<file path="config.mk">
export PLATFORM = sky130hd
export DESIGN_NAME = lpsc_top
export DESIGN_NICKNAME = d
export VERILOG_FILES = /design/src/rtl/lpsc_pkg.sv /design/src/rtl/lpsc_wake_seq.sv /design/src/rtl/lpsc_top.sv
export VERILOG_INCLUDE_DIRS = /design/src /design/src/rtl
export SDC_FILE = /design/constraint.sdc
export NUM_CORES = 1
export LEC_CHECK = 0
export ABC_AREA = 1
export BUFFER_PORTS_ARGS = -buffer_cell sky130_fd_sc_hd__buf_2
export CAP_MARGIN = 20
export CORE_MARGIN = 2
export CORE_UTILIZATION = 40
export CTS_CLUSTER_DIAMETER = 150
export DETAILED_ROUTE_END_ITERATION = 8
export MAX_ROUTING_LAYER = met4
export PLACE_DENSITY = 0.62
export SKIP_LAST_GASP = 1
export SYNTH_ARGS = -nofsm -noshare
export SYNTH_HDL_FRONTEND = slang
export SYNTH_SLANG_ARGS = --single-unit
</file>
<file path="constraint.sdc">
create_clock -name clk -period 2.35 [get_ports clk]
set_input_delay 0.3525 -clock clk [delete_from_list [all_inputs] [get_ports clk]]
set_output_delay 0.3525 -clock clk [all_outputs]
set_load 0.01 [all_outputs]
</file>
<file path="src/rtl/lpsc_params.svh">
`ifndef LPSC_PARAMS_SVH
`define LPSC_PARAMS_SVH
// clock period of the peripheral bus clock
`define LPSC_CLK_NS 4
// register offset and decoded address width
`define LPSC_CTRL_OFS 12'h000
// field positions in the control word
`define LPSC_IO_POR_DIS_BIT 25
`define LPSC_CORE_SVM_DIS_BIT 20
`define LPSC_REG_OFF_BIT 16
`define LPSC_CORE_POR_BLK_BIT 12
`define LPSC_REF_OFF_BIT 11
`define LPSC_QUICK_WK_BIT 10
// value after power-on reset
`define LPSC_CTRL_RST 32'h0001_1800
// exit warm-up times in ns
`define LPSC_RO_WARM_NS 1000
`define LPSC_HFO_WARM_NS 1000
`define LPSC_HFO_FAST_NS 100
`define LPSC_REG_WARM_NS 1200
`define LPSC_REG_FAST_NS 200
// least times, rounded up to whole cycles
`define LPSC_CYC(ns) (((ns) + `LPSC_CLK_NS - 1) / `LPSC_CLK_NS)
`endif

</file>
<file path="src/rtl/lpsc_pkg.sv">
package lpsc_pkg;
  // deep sleep exit sequencer states
  typedef enum logic [2:0] {
    ST_IDLE,
    ST_RO,
    ST_HFO,
    ST_REG,
    ST_DONE
  } lpsc_state_t;
  // warm-up phases shown to the clock and regulator control
  typedef struct packed {
    logic busy;
    logic ro_warm;
    logic hfo_warm;
    logic reg_warm;
  } lpsc_wake_t;
  // supply and power domain controls
  typedef struct packed {
    logic io_por_mon_en;
    logic core_svm_en;
    logic regulator_on;
    logic bandgap_on;
    logic core_por;
    logic io_dom_rst;
    logic core_dom_rst;
  } lpsc_pwr_t;
endpackage

</file>
<file path="src/rtl/lpsc_wake_seq.sv">
`timescale 1ns/10ps
`include "lpsc_params.svh"
module lpsc_wake_seq (
  input wire logic clk, // peripheral bus clock
  input wire logic rst_b, // power-on reset, active low
  input wire logic start, // exit request, one cycle
  input wire logic quick, // quick wakeup selected
  output lpsc_pkg::lpsc_wake_t phase, // active warm-up phase
  output logic done // exit finished, one cycle
);
  import lpsc_pkg::*;
  localparam int ro_c = `LPSC_CYC(`LPSC_RO_WARM_NS); // ring oscillator wait
  localparam int hfo_c = `LPSC_CYC(`LPSC_HFO_WARM_NS); // normal oscillator wait
  localparam int hfo_q = `LPSC_CYC(`LPSC_HFO_FAST_NS); // shortened oscillator wait
  localparam int reg_c = `LPSC_CYC(`LPSC_REG_WARM_NS); // normal regulator wait
  localparam int reg_q = `LPSC_CYC(`LPSC_REG_FAST_NS); // shortened regulator wait
  localparam int ro_m1 = ro_c - 1;
  localparam int hfo_m1 = hfo_c - 1;
  localparam int hfq_m1 = hfo_q - 1;
  localparam int reg_m1 = reg_c - 1;
  localparam int rgq_m1 = reg_q - 1;
  lpsc_state_t state_ff, nxt_state; // sequencer state
  logic [11:0] cnt_ff, nxt_cnt; // cycles left in phase
  logic quick_ff, nxt_quick; // quick mode caught at start
  lpsc_wake_t phase_ff, nxt_phase; // registered phase outputs
  logic done_ff, nxt_done; // registered completion
  wire cnt_zero = (cnt_ff == 12'h000); // phase ends
  wire [11:0] hfo_load = quick_ff ? 12'(hfq_m1) : 12'(hfo_m1);
  wire [11:0] reg_load = quick_ff ? 12'(rgq_m1) : 12'(reg_m1);
  // next state and counter loads
  always_comb begin
    nxt_state = state_ff;
    nxt_cnt = cnt_zero ? cnt_ff : cnt_ff - 12'h001;
    nxt_quick = quick_ff;
    case (state_ff)
      ST_IDLE: begin
        if (start) begin
          nxt_quick = quick;
          if (quick) begin
            // ring oscillator wait skipped
            nxt_state = ST_HFO;
            nxt_cnt = 12'(hfq_m1);
          end else begin
            nxt_state = ST_RO;
            nxt_cnt = 12'(ro_m1);
          end
        end
      end
      ST_RO: begin
        if (cnt_zero) begin
          nxt_state = ST_HFO;
          nxt_cnt = hfo_load;
        end
      end
      ST_HFO: begin
        if (cnt_zero) begin
          nxt_state = ST_REG;
          nxt_cnt = reg_load;
        end
      end
      ST_REG: begin
        if (cnt_zero) begin
          nxt_state = ST_DONE;
        end
      end
      ST_DONE: begin
        nxt_state = ST_IDLE;
      end
      default: begin
        nxt_state = ST_IDLE;
      end
    endcase
  end
  // outputs follow the next state so they come from flops
  assign nxt_phase.busy = (nxt_state != ST_IDLE);
  assign nxt_phase.ro_warm = (nxt_state == ST_RO);
  assign nxt_phase.hfo_warm = (nxt_state == ST_HFO);
  assign nxt_phase.reg_warm = (nxt_state == ST_REG);
  assign nxt_done = (nxt_state == ST_DONE);
  // sequencer registers
  always_ff @(posedge clk or negedge rst_b) begin
    if (!rst_b) begin
      state_ff <= ST_IDLE;
      cnt_ff <= 12'h000;
      quick_ff <= 1'b0;
      phase_ff <= '0;
      done_ff <= 1'b0;
    end else begin
      state_ff <= nxt_state;
      cnt_ff <= nxt_cnt;
      quick_ff <= nxt_quick;
      phase_ff <= nxt_phase;
      done_ff <= nxt_done;
    end
  end
  assign phase = phase_ff;
  assign done = done_ff;
  // quick exit never shows the ring oscillator wait
  property p_quick_skip_ro;
    @(posedge clk) disable iff (!rst_b)
    (state_ff == ST_IDLE && start && quick) |=> !phase_ff.ro_warm && phase_ff.hfo_warm;
  endproperty
  a_quick_skip_ro: assert property (p_quick_skip_ro) else $error("ro wait not skipped");
  // shortened oscillator wait length
  property p_hfo_quick_len;
    @(posedge clk) disable iff (!rst_b)
    ($rose(phase_ff.hfo_warm) && quick_ff) |-> ##hfq_m1 phase_ff.hfo_warm ##1 !phase_ff.hfo_warm;
  endproperty
  a_hfo_quick_len: assert property (p_hfo_quick_len) else $error("quick hfo wait wrong");
  // shortened regulator wait length
  property p_reg_quick_len;
    @(posedge clk) disable iff (!rst_b)
    ($rose(phase_ff.reg_warm) && quick_ff) |-> ##rgq_m1 phase_ff.reg_warm ##1 done_ff;
  endproperty
  a_reg_quick_len: assert property (p_reg_quick_len) else $error("quick reg wait wrong");
  // normal ring oscillator wait length
  property p_ro_len;
    @(posedge clk) disable iff (!rst_b)
    $rose(phase_ff.ro_warm) |-> ##ro_m1 phase_ff.ro_warm ##1 phase_ff.hfo_warm;
  endproperty
  a_ro_len: assert property (p_ro_len) else $error("ro wait length wrong");
endmodule

</file>
<file path="src/rtl/lpsc_top.sv">
`timescale 1ns/10ps
`include "lpsc_params.svh"
// Summary of operation
// i/o por monitor on after reset; 1 disables
// core supply monitor on after reset; 1 disables
// regulator-off held 1 during supply detection
// no external supply found: clear regulator-off
// regulator-off 1 disables regulator, 0 enables
// blocking bit 1: withhold core por asleep
// blocking bit 0: core por stays connected
// reference-off 1: bandgap off while asleep
// quick wakeup resets off; 1 enables it
// quick exit skips ring oscillator warm-up
// quick exit shortens oscillator, regulator warm-up
// monitored supply low resets its domain
// reads return all fields, reserved included
module lpsc_top (
  input wire logic clk, // peripheral bus clock
  input wire logic rst_b, // power-on reset, active low
  input wire logic psel, // apb select
  input wire logic penable, // apb access phase
  input wire logic pwrite, // apb write
  input wire logic [11:0] paddr, // apb byte address
  input wire logic [31:0] pwdata, // apb write data
  output logic [31:0] prdata, // apb read data
  output logic pready, // apb ready
  output logic pslverr, // apb error on unmapped address
  input wire logic deep_sleep_state, // device in deep sleep
  input wire logic state_a, // device in state_a state
  input wire logic wake_req, // wake event, one cycle
  input wire logic det_done_pin, // core supply detection finished
  input wire logic ext_core_pin, // external core supply seen
  input wire logic io_low_pin, // i/o supply below trigger
  input wire logic core_low_pin, // core supply below trigger
  input wire logic por_pin, // power-on reset event to core
  output lpsc_pkg::lpsc_pwr_t pwr, // supply and domain controls
  output lpsc_pkg::lpsc_wake_t wake_phase, // exit warm-up phase
  output logic wake_done // exit finished, one cycle
);
  import lpsc_pkg::*;
  logic [4:0] pin_raw; // asynchronous pin levels
  logic [4:0] s1_ff, s2_ff, s3_ff; // synchroniser stages
  logic [4:0] pin_ff; // filtered pin levels
  logic [31:0] ctrl_ff, nxt_ctrl; // control register
  logic det_pend_ff; // supply detection still running
  logic [31:0] prdata_ff; // read data
  logic pready_ff; // access phase ready
  logic pslverr_ff; // unmapped access
  lpsc_pwr_t pwr_ff, nxt_pwr; // registered controls
  assign pin_raw = {por_pin, core_low_pin, io_low_pin, ext_core_pin, det_done_pin};
  // three flop synchronisers
  always_ff @(posedge clk or negedge rst_b) begin
    if (!rst_b) begin
      s1_ff <= 5'h00;
      s2_ff <= 5'h00;
      s3_ff <= 5'h00;
    end else begin
      s1_ff <= pin_raw;
      s2_ff <= s1_ff;
      s3_ff <= s2_ff;
    end
  end
  // a change counts once stages two and three agree
  genvar gi;
  generate
    for (gi = 0; gi < 5; gi++) begin : g_filt
      always_ff @(posedge clk or negedge rst_b) begin
        if (!rst_b) begin
          pin_ff[gi] <= 1'b0;
        end else if (s2_ff[gi] == s3_ff[gi]) begin
          pin_ff[gi] <= s2_ff[gi];
        end
      end
    end
  endgenerate
  wire det_done = pin_ff[0]; // detection finished
  wire ext_core = pin_ff[1]; // external core supply present
  wire io_low = pin_ff[2]; // i/o supply low
  wire core_low = pin_ff[3]; // core supply low
  wire por_evt = pin_ff[4]; // power-on reset request
  // bus decode
  wire setup = psel & ~penable; // apb setup phase
  wire hit = (paddr == `LPSC_CTRL_OFS); // register addressed
  wire wr_en = psel & penable & pready_ff & pwrite & ~pslverr_ff; // write commits
  wire det_fin = det_pend_ff & det_done; // detection completes now
  wire low_power = deep_sleep_state | state_a; // deep sleep or state_a
  // control register next value
  always_comb begin
    nxt_ctrl = ctrl_ff;
    if (wr_en) begin
      nxt_ctrl = pwdata;
    end
    if (det_pend_ff) begin
      // hardware owns regulator-off until detection ends
      nxt_ctrl[`LPSC_REG_OFF_BIT] = 1'b1;
    end
    if (det_fin && !ext_core) begin
      // no external supply: internal regulator must run
      nxt_ctrl[`LPSC_REG_OFF_BIT] = 1'b0;
    end
  end
  // control register and detection flag
  always_ff @(posedge clk or negedge rst_b) begin
    if (!rst_b) begin
      ctrl_ff <= `LPSC_CTRL_RST;
      det_pend_ff <= 1'b1;
    end else begin
      ctrl_ff <= nxt_ctrl;
      det_pend_ff <= det_pend_ff & ~det_done;
    end
  end
  // apb slave with no wait states
  always_ff @(posedge clk or negedge rst_b) begin
    if (!rst_b) begin
      prdata_ff <= 32'h0000_0000;
      pready_ff <= 1'b0;
      pslverr_ff <= 1'b0;
    end else begin
      pready_ff <= setup;
      pslverr_ff <= setup & ~hit;
      if (setup) begin
        prdata_ff <= hit ? ctrl_ff : 32'h0000_0000;
      end
    end
  end
  // power controls from the register fields
  assign nxt_pwr.io_por_mon_en = ~ctrl_ff[`LPSC_IO_POR_DIS_BIT];
  assign nxt_pwr.core_svm_en = ~ctrl_ff[`LPSC_CORE_SVM_DIS_BIT];
  assign nxt_pwr.regulator_on = ~ctrl_ff[`LPSC_REG_OFF_BIT];
  assign nxt_pwr.bandgap_on = ~(ctrl_ff[`LPSC_REF_OFF_BIT] & low_power);
  assign nxt_pwr.core_por = por_evt & ~(ctrl_ff[`LPSC_CORE_POR_BLK_BIT] & low_power);
  assign nxt_pwr.io_dom_rst = io_low & ~ctrl_ff[`LPSC_IO_POR_DIS_BIT];
  assign nxt_pwr.core_dom_rst = core_low & ~ctrl_ff[`LPSC_CORE_SVM_DIS_BIT];
  // registered power controls
  always_ff @(posedge clk or negedge rst_b) begin
    if (!rst_b) begin
      pwr_ff <= 7'b1101000;
    end else begin
      pwr_ff <= nxt_pwr;
    end
  end
  // deep sleep exit sequencer
  lpsc_wake_seq u_wake (
    .clk(clk),
    .rst_b(rst_b),
    .start(wake_req & deep_sleep_state),
    .quick(ctrl_ff[`LPSC_QUICK_WK_BIT]),
    .phase(wake_phase),
    .done(wake_done)
  );
  assign prdata = prdata_ff;
  assign pready = pready_ff;
  assign pslverr = pslverr_ff;
  assign pwr = pwr_ff;
  property p_reg_off_held;
    @(posedge clk) disable iff (!rst_b)
    det_pend_ff |-> ctrl_ff[`LPSC_REG_OFF_BIT] && !pwr_ff.regulator_on;
  endproperty
  a_reg_off_held: assert property (p_reg_off_held) else $error("regulator-off dropped early");
  property p_no_ext_clear;
    @(posedge clk) disable iff (!rst_b)
    (det_fin && !ext_core) |=> !ctrl_ff[`LPSC_REG_OFF_BIT] ##1 pwr_ff.regulator_on;
  endproperty
  a_no_ext_clear: assert property (p_no_ext_clear) else $error("regulator-off not cleared");
  property p_ext_keep;
    @(posedge clk) disable iff (!rst_b)
    (det_fin && ext_core && !wr_en) |=> ctrl_ff[`LPSC_REG_OFF_BIT];
  endproperty
  a_ext_keep: assert property (p_ext_keep) else $error("regulator-off lost");
  property p_reg_follow;
    @(posedge clk) disable iff (!rst_b)
    ##1 pwr_ff.regulator_on == !$past(ctrl_ff[`LPSC_REG_OFF_BIT]);
  endproperty
  a_reg_follow: assert property (p_reg_follow) else $error("regulator enable wrong");
  property p_por_block;
    @(posedge clk) disable iff (!rst_b)
    (ctrl_ff[`LPSC_CORE_POR_BLK_BIT] && low_power) |=> !pwr_ff.core_por;
  endproperty
  a_por_block: assert property (p_por_block) else $error("core por not withheld");
  property p_por_pass;
    @(posedge clk) disable iff (!rst_b)
    (!ctrl_ff[`LPSC_CORE_POR_BLK_BIT] && por_evt) |=> pwr_ff.core_por;
  endproperty
  a_por_pass: assert property (p_por_pass) else $error("core por not passed");
  property p_bandgap;
    @(posedge clk) disable iff (!rst_b)
    (ctrl_ff[`LPSC_REF_OFF_BIT] && low_power) |=> !pwr_ff.bandgap_on;
  endproperty
  a_bandgap: assert property (p_bandgap) else $error("bandgap left on");
  property p_dom_rst;
    @(posedge clk) disable iff (!rst_b)
    (core_low && !ctrl_ff[`LPSC_CORE_SVM_DIS_BIT]) |=> pwr_ff.core_dom_rst;
  endproperty
  a_dom_rst: assert property (p_dom_rst) else $error("core domain not reset");
  property p_mon_dis;
    @(posedge clk) disable iff (!rst_b)
    (wr_en && pwdata[`LPSC_IO_POR_DIS_BIT]) |=> ##1 !pwr_ff.io_por_mon_en && !pwr_ff.io_dom_rst;
  endproperty
  a_mon_dis: assert property (p_mon_dis) else $error("i/o monitor not disabled");
  property p_readback;
    @(posedge clk) disable iff (!rst_b)
    (setup && hit) |=> prdata_ff == $past(ctrl_ff) && pready_ff;
  endproperty
  a_readback: assert property (p_readback) else $error("read data wrong");
  // a committed write lands whole once detection is over
  property p_wr_store;
    @(posedge clk) disable iff (!rst_b)
    (wr_en && !det_pend_ff) |=> ctrl_ff == $past(pwdata);
  endproperty
  a_wr_store: assert property (p_wr_store) else $error("written word not stored");
  // core monitor disable also withholds its domain reset
  property p_svm_off;
    @(posedge clk) disable iff (!rst_b)
    ctrl_ff[`LPSC_CORE_SVM_DIS_BIT] |=> !pwr_ff.core_svm_en && !pwr_ff.core_dom_rst;
  endproperty
  a_svm_off: assert property (p_svm_off) else $error("core monitor still active");
  // enabled i/o monitor resets its domain on a low supply
  property p_io_dom_rst;
    @(posedge clk) disable iff (!rst_b)
    (io_low && !ctrl_ff[`LPSC_IO_POR_DIS_BIT]) |=> pwr_ff.io_dom_rst;
  endproperty
  a_io_dom_rst: assert property (p_io_dom_rst) else $error("i/o domain not reset");
  // bandgap stays up unless asleep with reference-off set
  property p_bandgap_on;
    @(posedge clk) disable iff (!rst_b)
    !(ctrl_ff[`LPSC_REF_OFF_BIT] && low_power) |=> pwr_ff.bandgap_on;
  endproperty
  a_bandgap_on: assert property (p_bandgap_on) else $error("bandgap switched off");
endmodule

</file>
==> results.cfg <==
[finish]
final_cells = 756
drive_gt1_frac = 0.2838
n_fill_cell = 1056
area_growth_pct = 27.32
num_antenna_cells = 0
nets = 660

[logic_synthesis]
ys_ff_latch = 115
synth_cells = 487
avgSynthCellArea_sq_um = 9.650
synth_seq_area_share = 0.6142
syn_area_sq_mm = 0.004700
synth_nets = 547
ys_types = 40
ys_warn_count = 0

[power_and_ir_drop]
power_frac_seq = 0.448
p_per_area_mw_per_mm2 = 841.0
power_frac_comb = 0.066
fin_total_pwr_uw = 5032
switching_share = 0.2472
power_leakage_uw = 0.003038
switchingPower_uw = 1244
intPower_uw = 3788
power.share.clock = 0.486
peakVddDrop_mv = 0.5022

[placement]
place_hpwl_mm = 7.358
post-place-ws_ps = 601.3
portBuffers = 102
gp_congestion = 0.8629
dp.cells = 723

[critical_path]
crit_slowest_cell = dfrtp_1
crit_chain = inv_1 > ha_1 > nand2_1 > nor2_4 > nand2_4 > ha_1 > or2_2 > o211ai_1
startpoint_type = register
cp-end-kind = register
cpPeakStageDelay_ps = 380
criticalPathCategory = reg2reg
arrival_ps = 2070
required_ps = 2670
critPathMaxFanout = 17
ff2ff_path_depth = 8
cpMostUsedCell = ha_1
reg2reg_slack_ps = 600

[floorplan]
rows = 39
die_w_microns = 112.4
initial_utilization = 0.4116
dieHeight_microns = 112.4
core_area_sq_mm = 0.01142
die_area_sq_mm = 0.01263
io-pin-count = 103

[routing]
top_layer_used = met4
wl_mm = 10.55
drt-wirelength-per-cell_microns = 13.96
drcViolationCount = 0
route.vias.total = 3633
met1_length_mm = 4.823
wl_met2_mm = 4.866
routed_via_density = 4.806
drt_iter0_markers = 183
drt_pass1_iterations = 5
wl_met3_microns = 765
ant_nets = 0

[timing]
slew_headroom = 0.5605
fin_tns_setup_ps = 0
clock_skew_ps = 7.038
post-route-period-util = 0.7463
rsz0062_at_grt = false
final.setup.worst_slack_ps = 596.2
finalMaxSlewViolations = 0
setup_viol = 0
fin_hold_ws_ps = 50.99
tightestPinTransition_ps = 658.3
max_freq_mhz = 570.2
hold_viol_final = 0
fin_crit_ps = 1754

[clock_tree]
post_cts_buffers = 0
clk_pin_slew_ps = 60
cts.sink_count = 115
ctsRootBufferMaster = clkbuf_16
h-tree-depth = 4
cts_tree = yes
max-clock-path-buffers = 2
cts_buffers = 17
clkLatencyLatePin_ps = 400

[grt]
grt_max_degree = 49
grt_pass1_vias = 3813
grt_antenna_before_repair = 0
grt.overflow.total = 0
grt.total_usage = 0.1900
grt_pass1_wl_mm = 18.35

[run_status]
status = finished clean

[hold_path]
hp-class = in2reg
min_path_cells = 1

[flow_run]
cap_viol_max_count = 0
## metal layers
metal | vias up | global-route usage
met5 | - | -
met4 | 0 | 0.06911
met3 | 10 | 0.06857
met2 | 102 | 0.2799
met1 | 1741 | 0.2431
li1 | 1780 | -
## critical path, delay by kind of cell, from the launching register on
| family | cells | cell delay (ps) |
|---|---|---|
| buffers and inverters | 1 | 130 |
| and+or+nand+nor | 4 | 650 |
| adders and majority gates | 2 | 420 |
| DFF | 1 | 380 |
| AOI/OAI and AO/OA | 1 | 90 |
## cells by family (layout without fill, tap and decap cells)
kind of cell / count (synthesis) / in the layout / synth area share
simple gates: 223 / 223 / 0.2098
flops: 115 / 115 / 0.6142
buf+inv: 68 / 194 / 0.05804
compound gates: 66 / 66 / 0.08626
fa+ha+maj: 8 / 8 / 0.01864
xor+xnor: 7 / 7 / 0.01305
## per-stage QoR
stage	instance area (sq um)	util
after global placement	5398	0.4727
after CTS	5983	0.5240
after floorplan	4700	-
after global routing	5983	0.5240
final	5983	0.5240
after detailed placement	5398	0.4727
## registers in the layout, summed over array words and instances (netlist names), 3 cells and up
signal and count:
pwr 7, u_wake.phase 4, u_wake.state_ff 3, s2_ff 5, s3_ff 5, u_wake.cnt_ff 12
ctrl_ff 32, prdata 32, s1_ff 5
## timing repair
action	in CTS	in global routing
hold buffers	1	0
gates resized for setup	0	0
hold endpoints to repair	37	0
## final cells by class
type / instances / area, sq um / area share
clock buffer: 17 / 425.4 / 0.07110
tap: 143 / 178.9 / 0.02990
inverter: 52 / 195.2 / 0.03262
sequential: 115 / 2887 / 0.4824
clock inverter: 15 / 150.1 / 0.02509
timing repair buffer: 110 / 600.6 / 0.1004
multi-input combinational: 304 / 1546 / 0.2585
## cell usage in the layout (no fill, tap or decap), types with 2 or more instances in the layout
| cell type | instances |
|---|---|
| nor2_2 | 3 |
| buf_4 | 6 |
| clkinv_4 | 4 |
| nand2_1 | 154 |
| buf_2 | 101 |
| clkbuf_16 | 17 |
| nand3_2 | 3 |
| dfrtp_1 | 108 |
| nor2_4 | 3 |
| inv_1 | 47 |
| xnor2_1 | 2 |
| o21ai_0 | 39 |
| o31ai_1 | 16 |
| dfstp_2 | 7 |
| nor2_1 | 26 |
| nand2_2 | 3 |
| nand3_1 | 15 |
| buf_12 | 2 |
| xor2_1 | 5 |
| maj3_1 | 5 |
| nor4_1 | 2 |
| ha_1 | 3 |
| o211ai_1 | 2 |
| inv_2 | 4 |
| or2_2 | 2 |
| nand4_1 | 5 |
| inv_6 | 5 |
| clkinvlp_4 | 4 |
## cell usage after synthesis
cell	count	area [sq um]
nor2_2	3	18.77
a21oi_1	1	5.000
o211ai_1	2	15.01
nand2_2	3	18.77
xnor2_1	2	17.52
buf_6	1	11.26
inv_1	47	176.4
nand2_4	1	11.26
o211ai_2	1	12.51
clkinv_1	1	3.750
nor4_2	1	12.51
nor2_1	26	97.59
nand3_2	3	30.03
dfstp_2	7	183.9
dfrtp_1	108	2703
nand3b_1	1	7.510
o21ai_0	39	195.2
buf_2	8	40.04
o31ai_1	16	120.1
nor4_4	1	21.27
a32oi_1	1	8.760
o21ai_1	1	5.000
nand4_1	5	31.28
a22oi_2	1	12.51
nor2_4	3	33.78
nand3_1	15	75.07
nor3_2	2	20.02
nor3_1	1	5.000
inv_2	4	15.01
maj3_1	5	50.05
nor4_1	2	12.51
a21boi_0	1	7.510
or2_2	2	12.51
nand2_1	154	578.1
o21ai_2	1	8.760
clkbuf_1	7	26.28
xor2_1	5	43.79
ha_1	3	37.54
a21boi_1	1	7.510
a211oi_1	1	7.510
## power by group through the flow
| stage | clock (uW) | sequential (uW) | combinational (uW) |
|---|---|---|---|
| final | 2440 | 2250 | 334 |
| after global routing | 2620 | 2280 | 394 |
| after CTS | 2510 | 2250 | 345 |
| after detailed placement | 0 | 2290 | 343 |
| after global placement | 0 | 2280 | 329 |
| after floorplan | 0 | 2280 | 157 |
## worst paths after layout
path                                       start               end
worst max register to register  u_wake.cnt_ff[0]  u_wake.cnt_ff[0]
worst max-delay path            u_wake.cnt_ff[0]  u_wake.cnt_ff[0]
worst min register to register          s1_ff[4]          s2_ff[4]
min in group asynchronous                  rst_b       u_wake.done
max in group asynchronous                  rst_b       ctrl_ff[16]
worst min-delay path                  io_low_pin          s1_ff[2]
No activity file was read; power rests on OpenSTA's default activity.
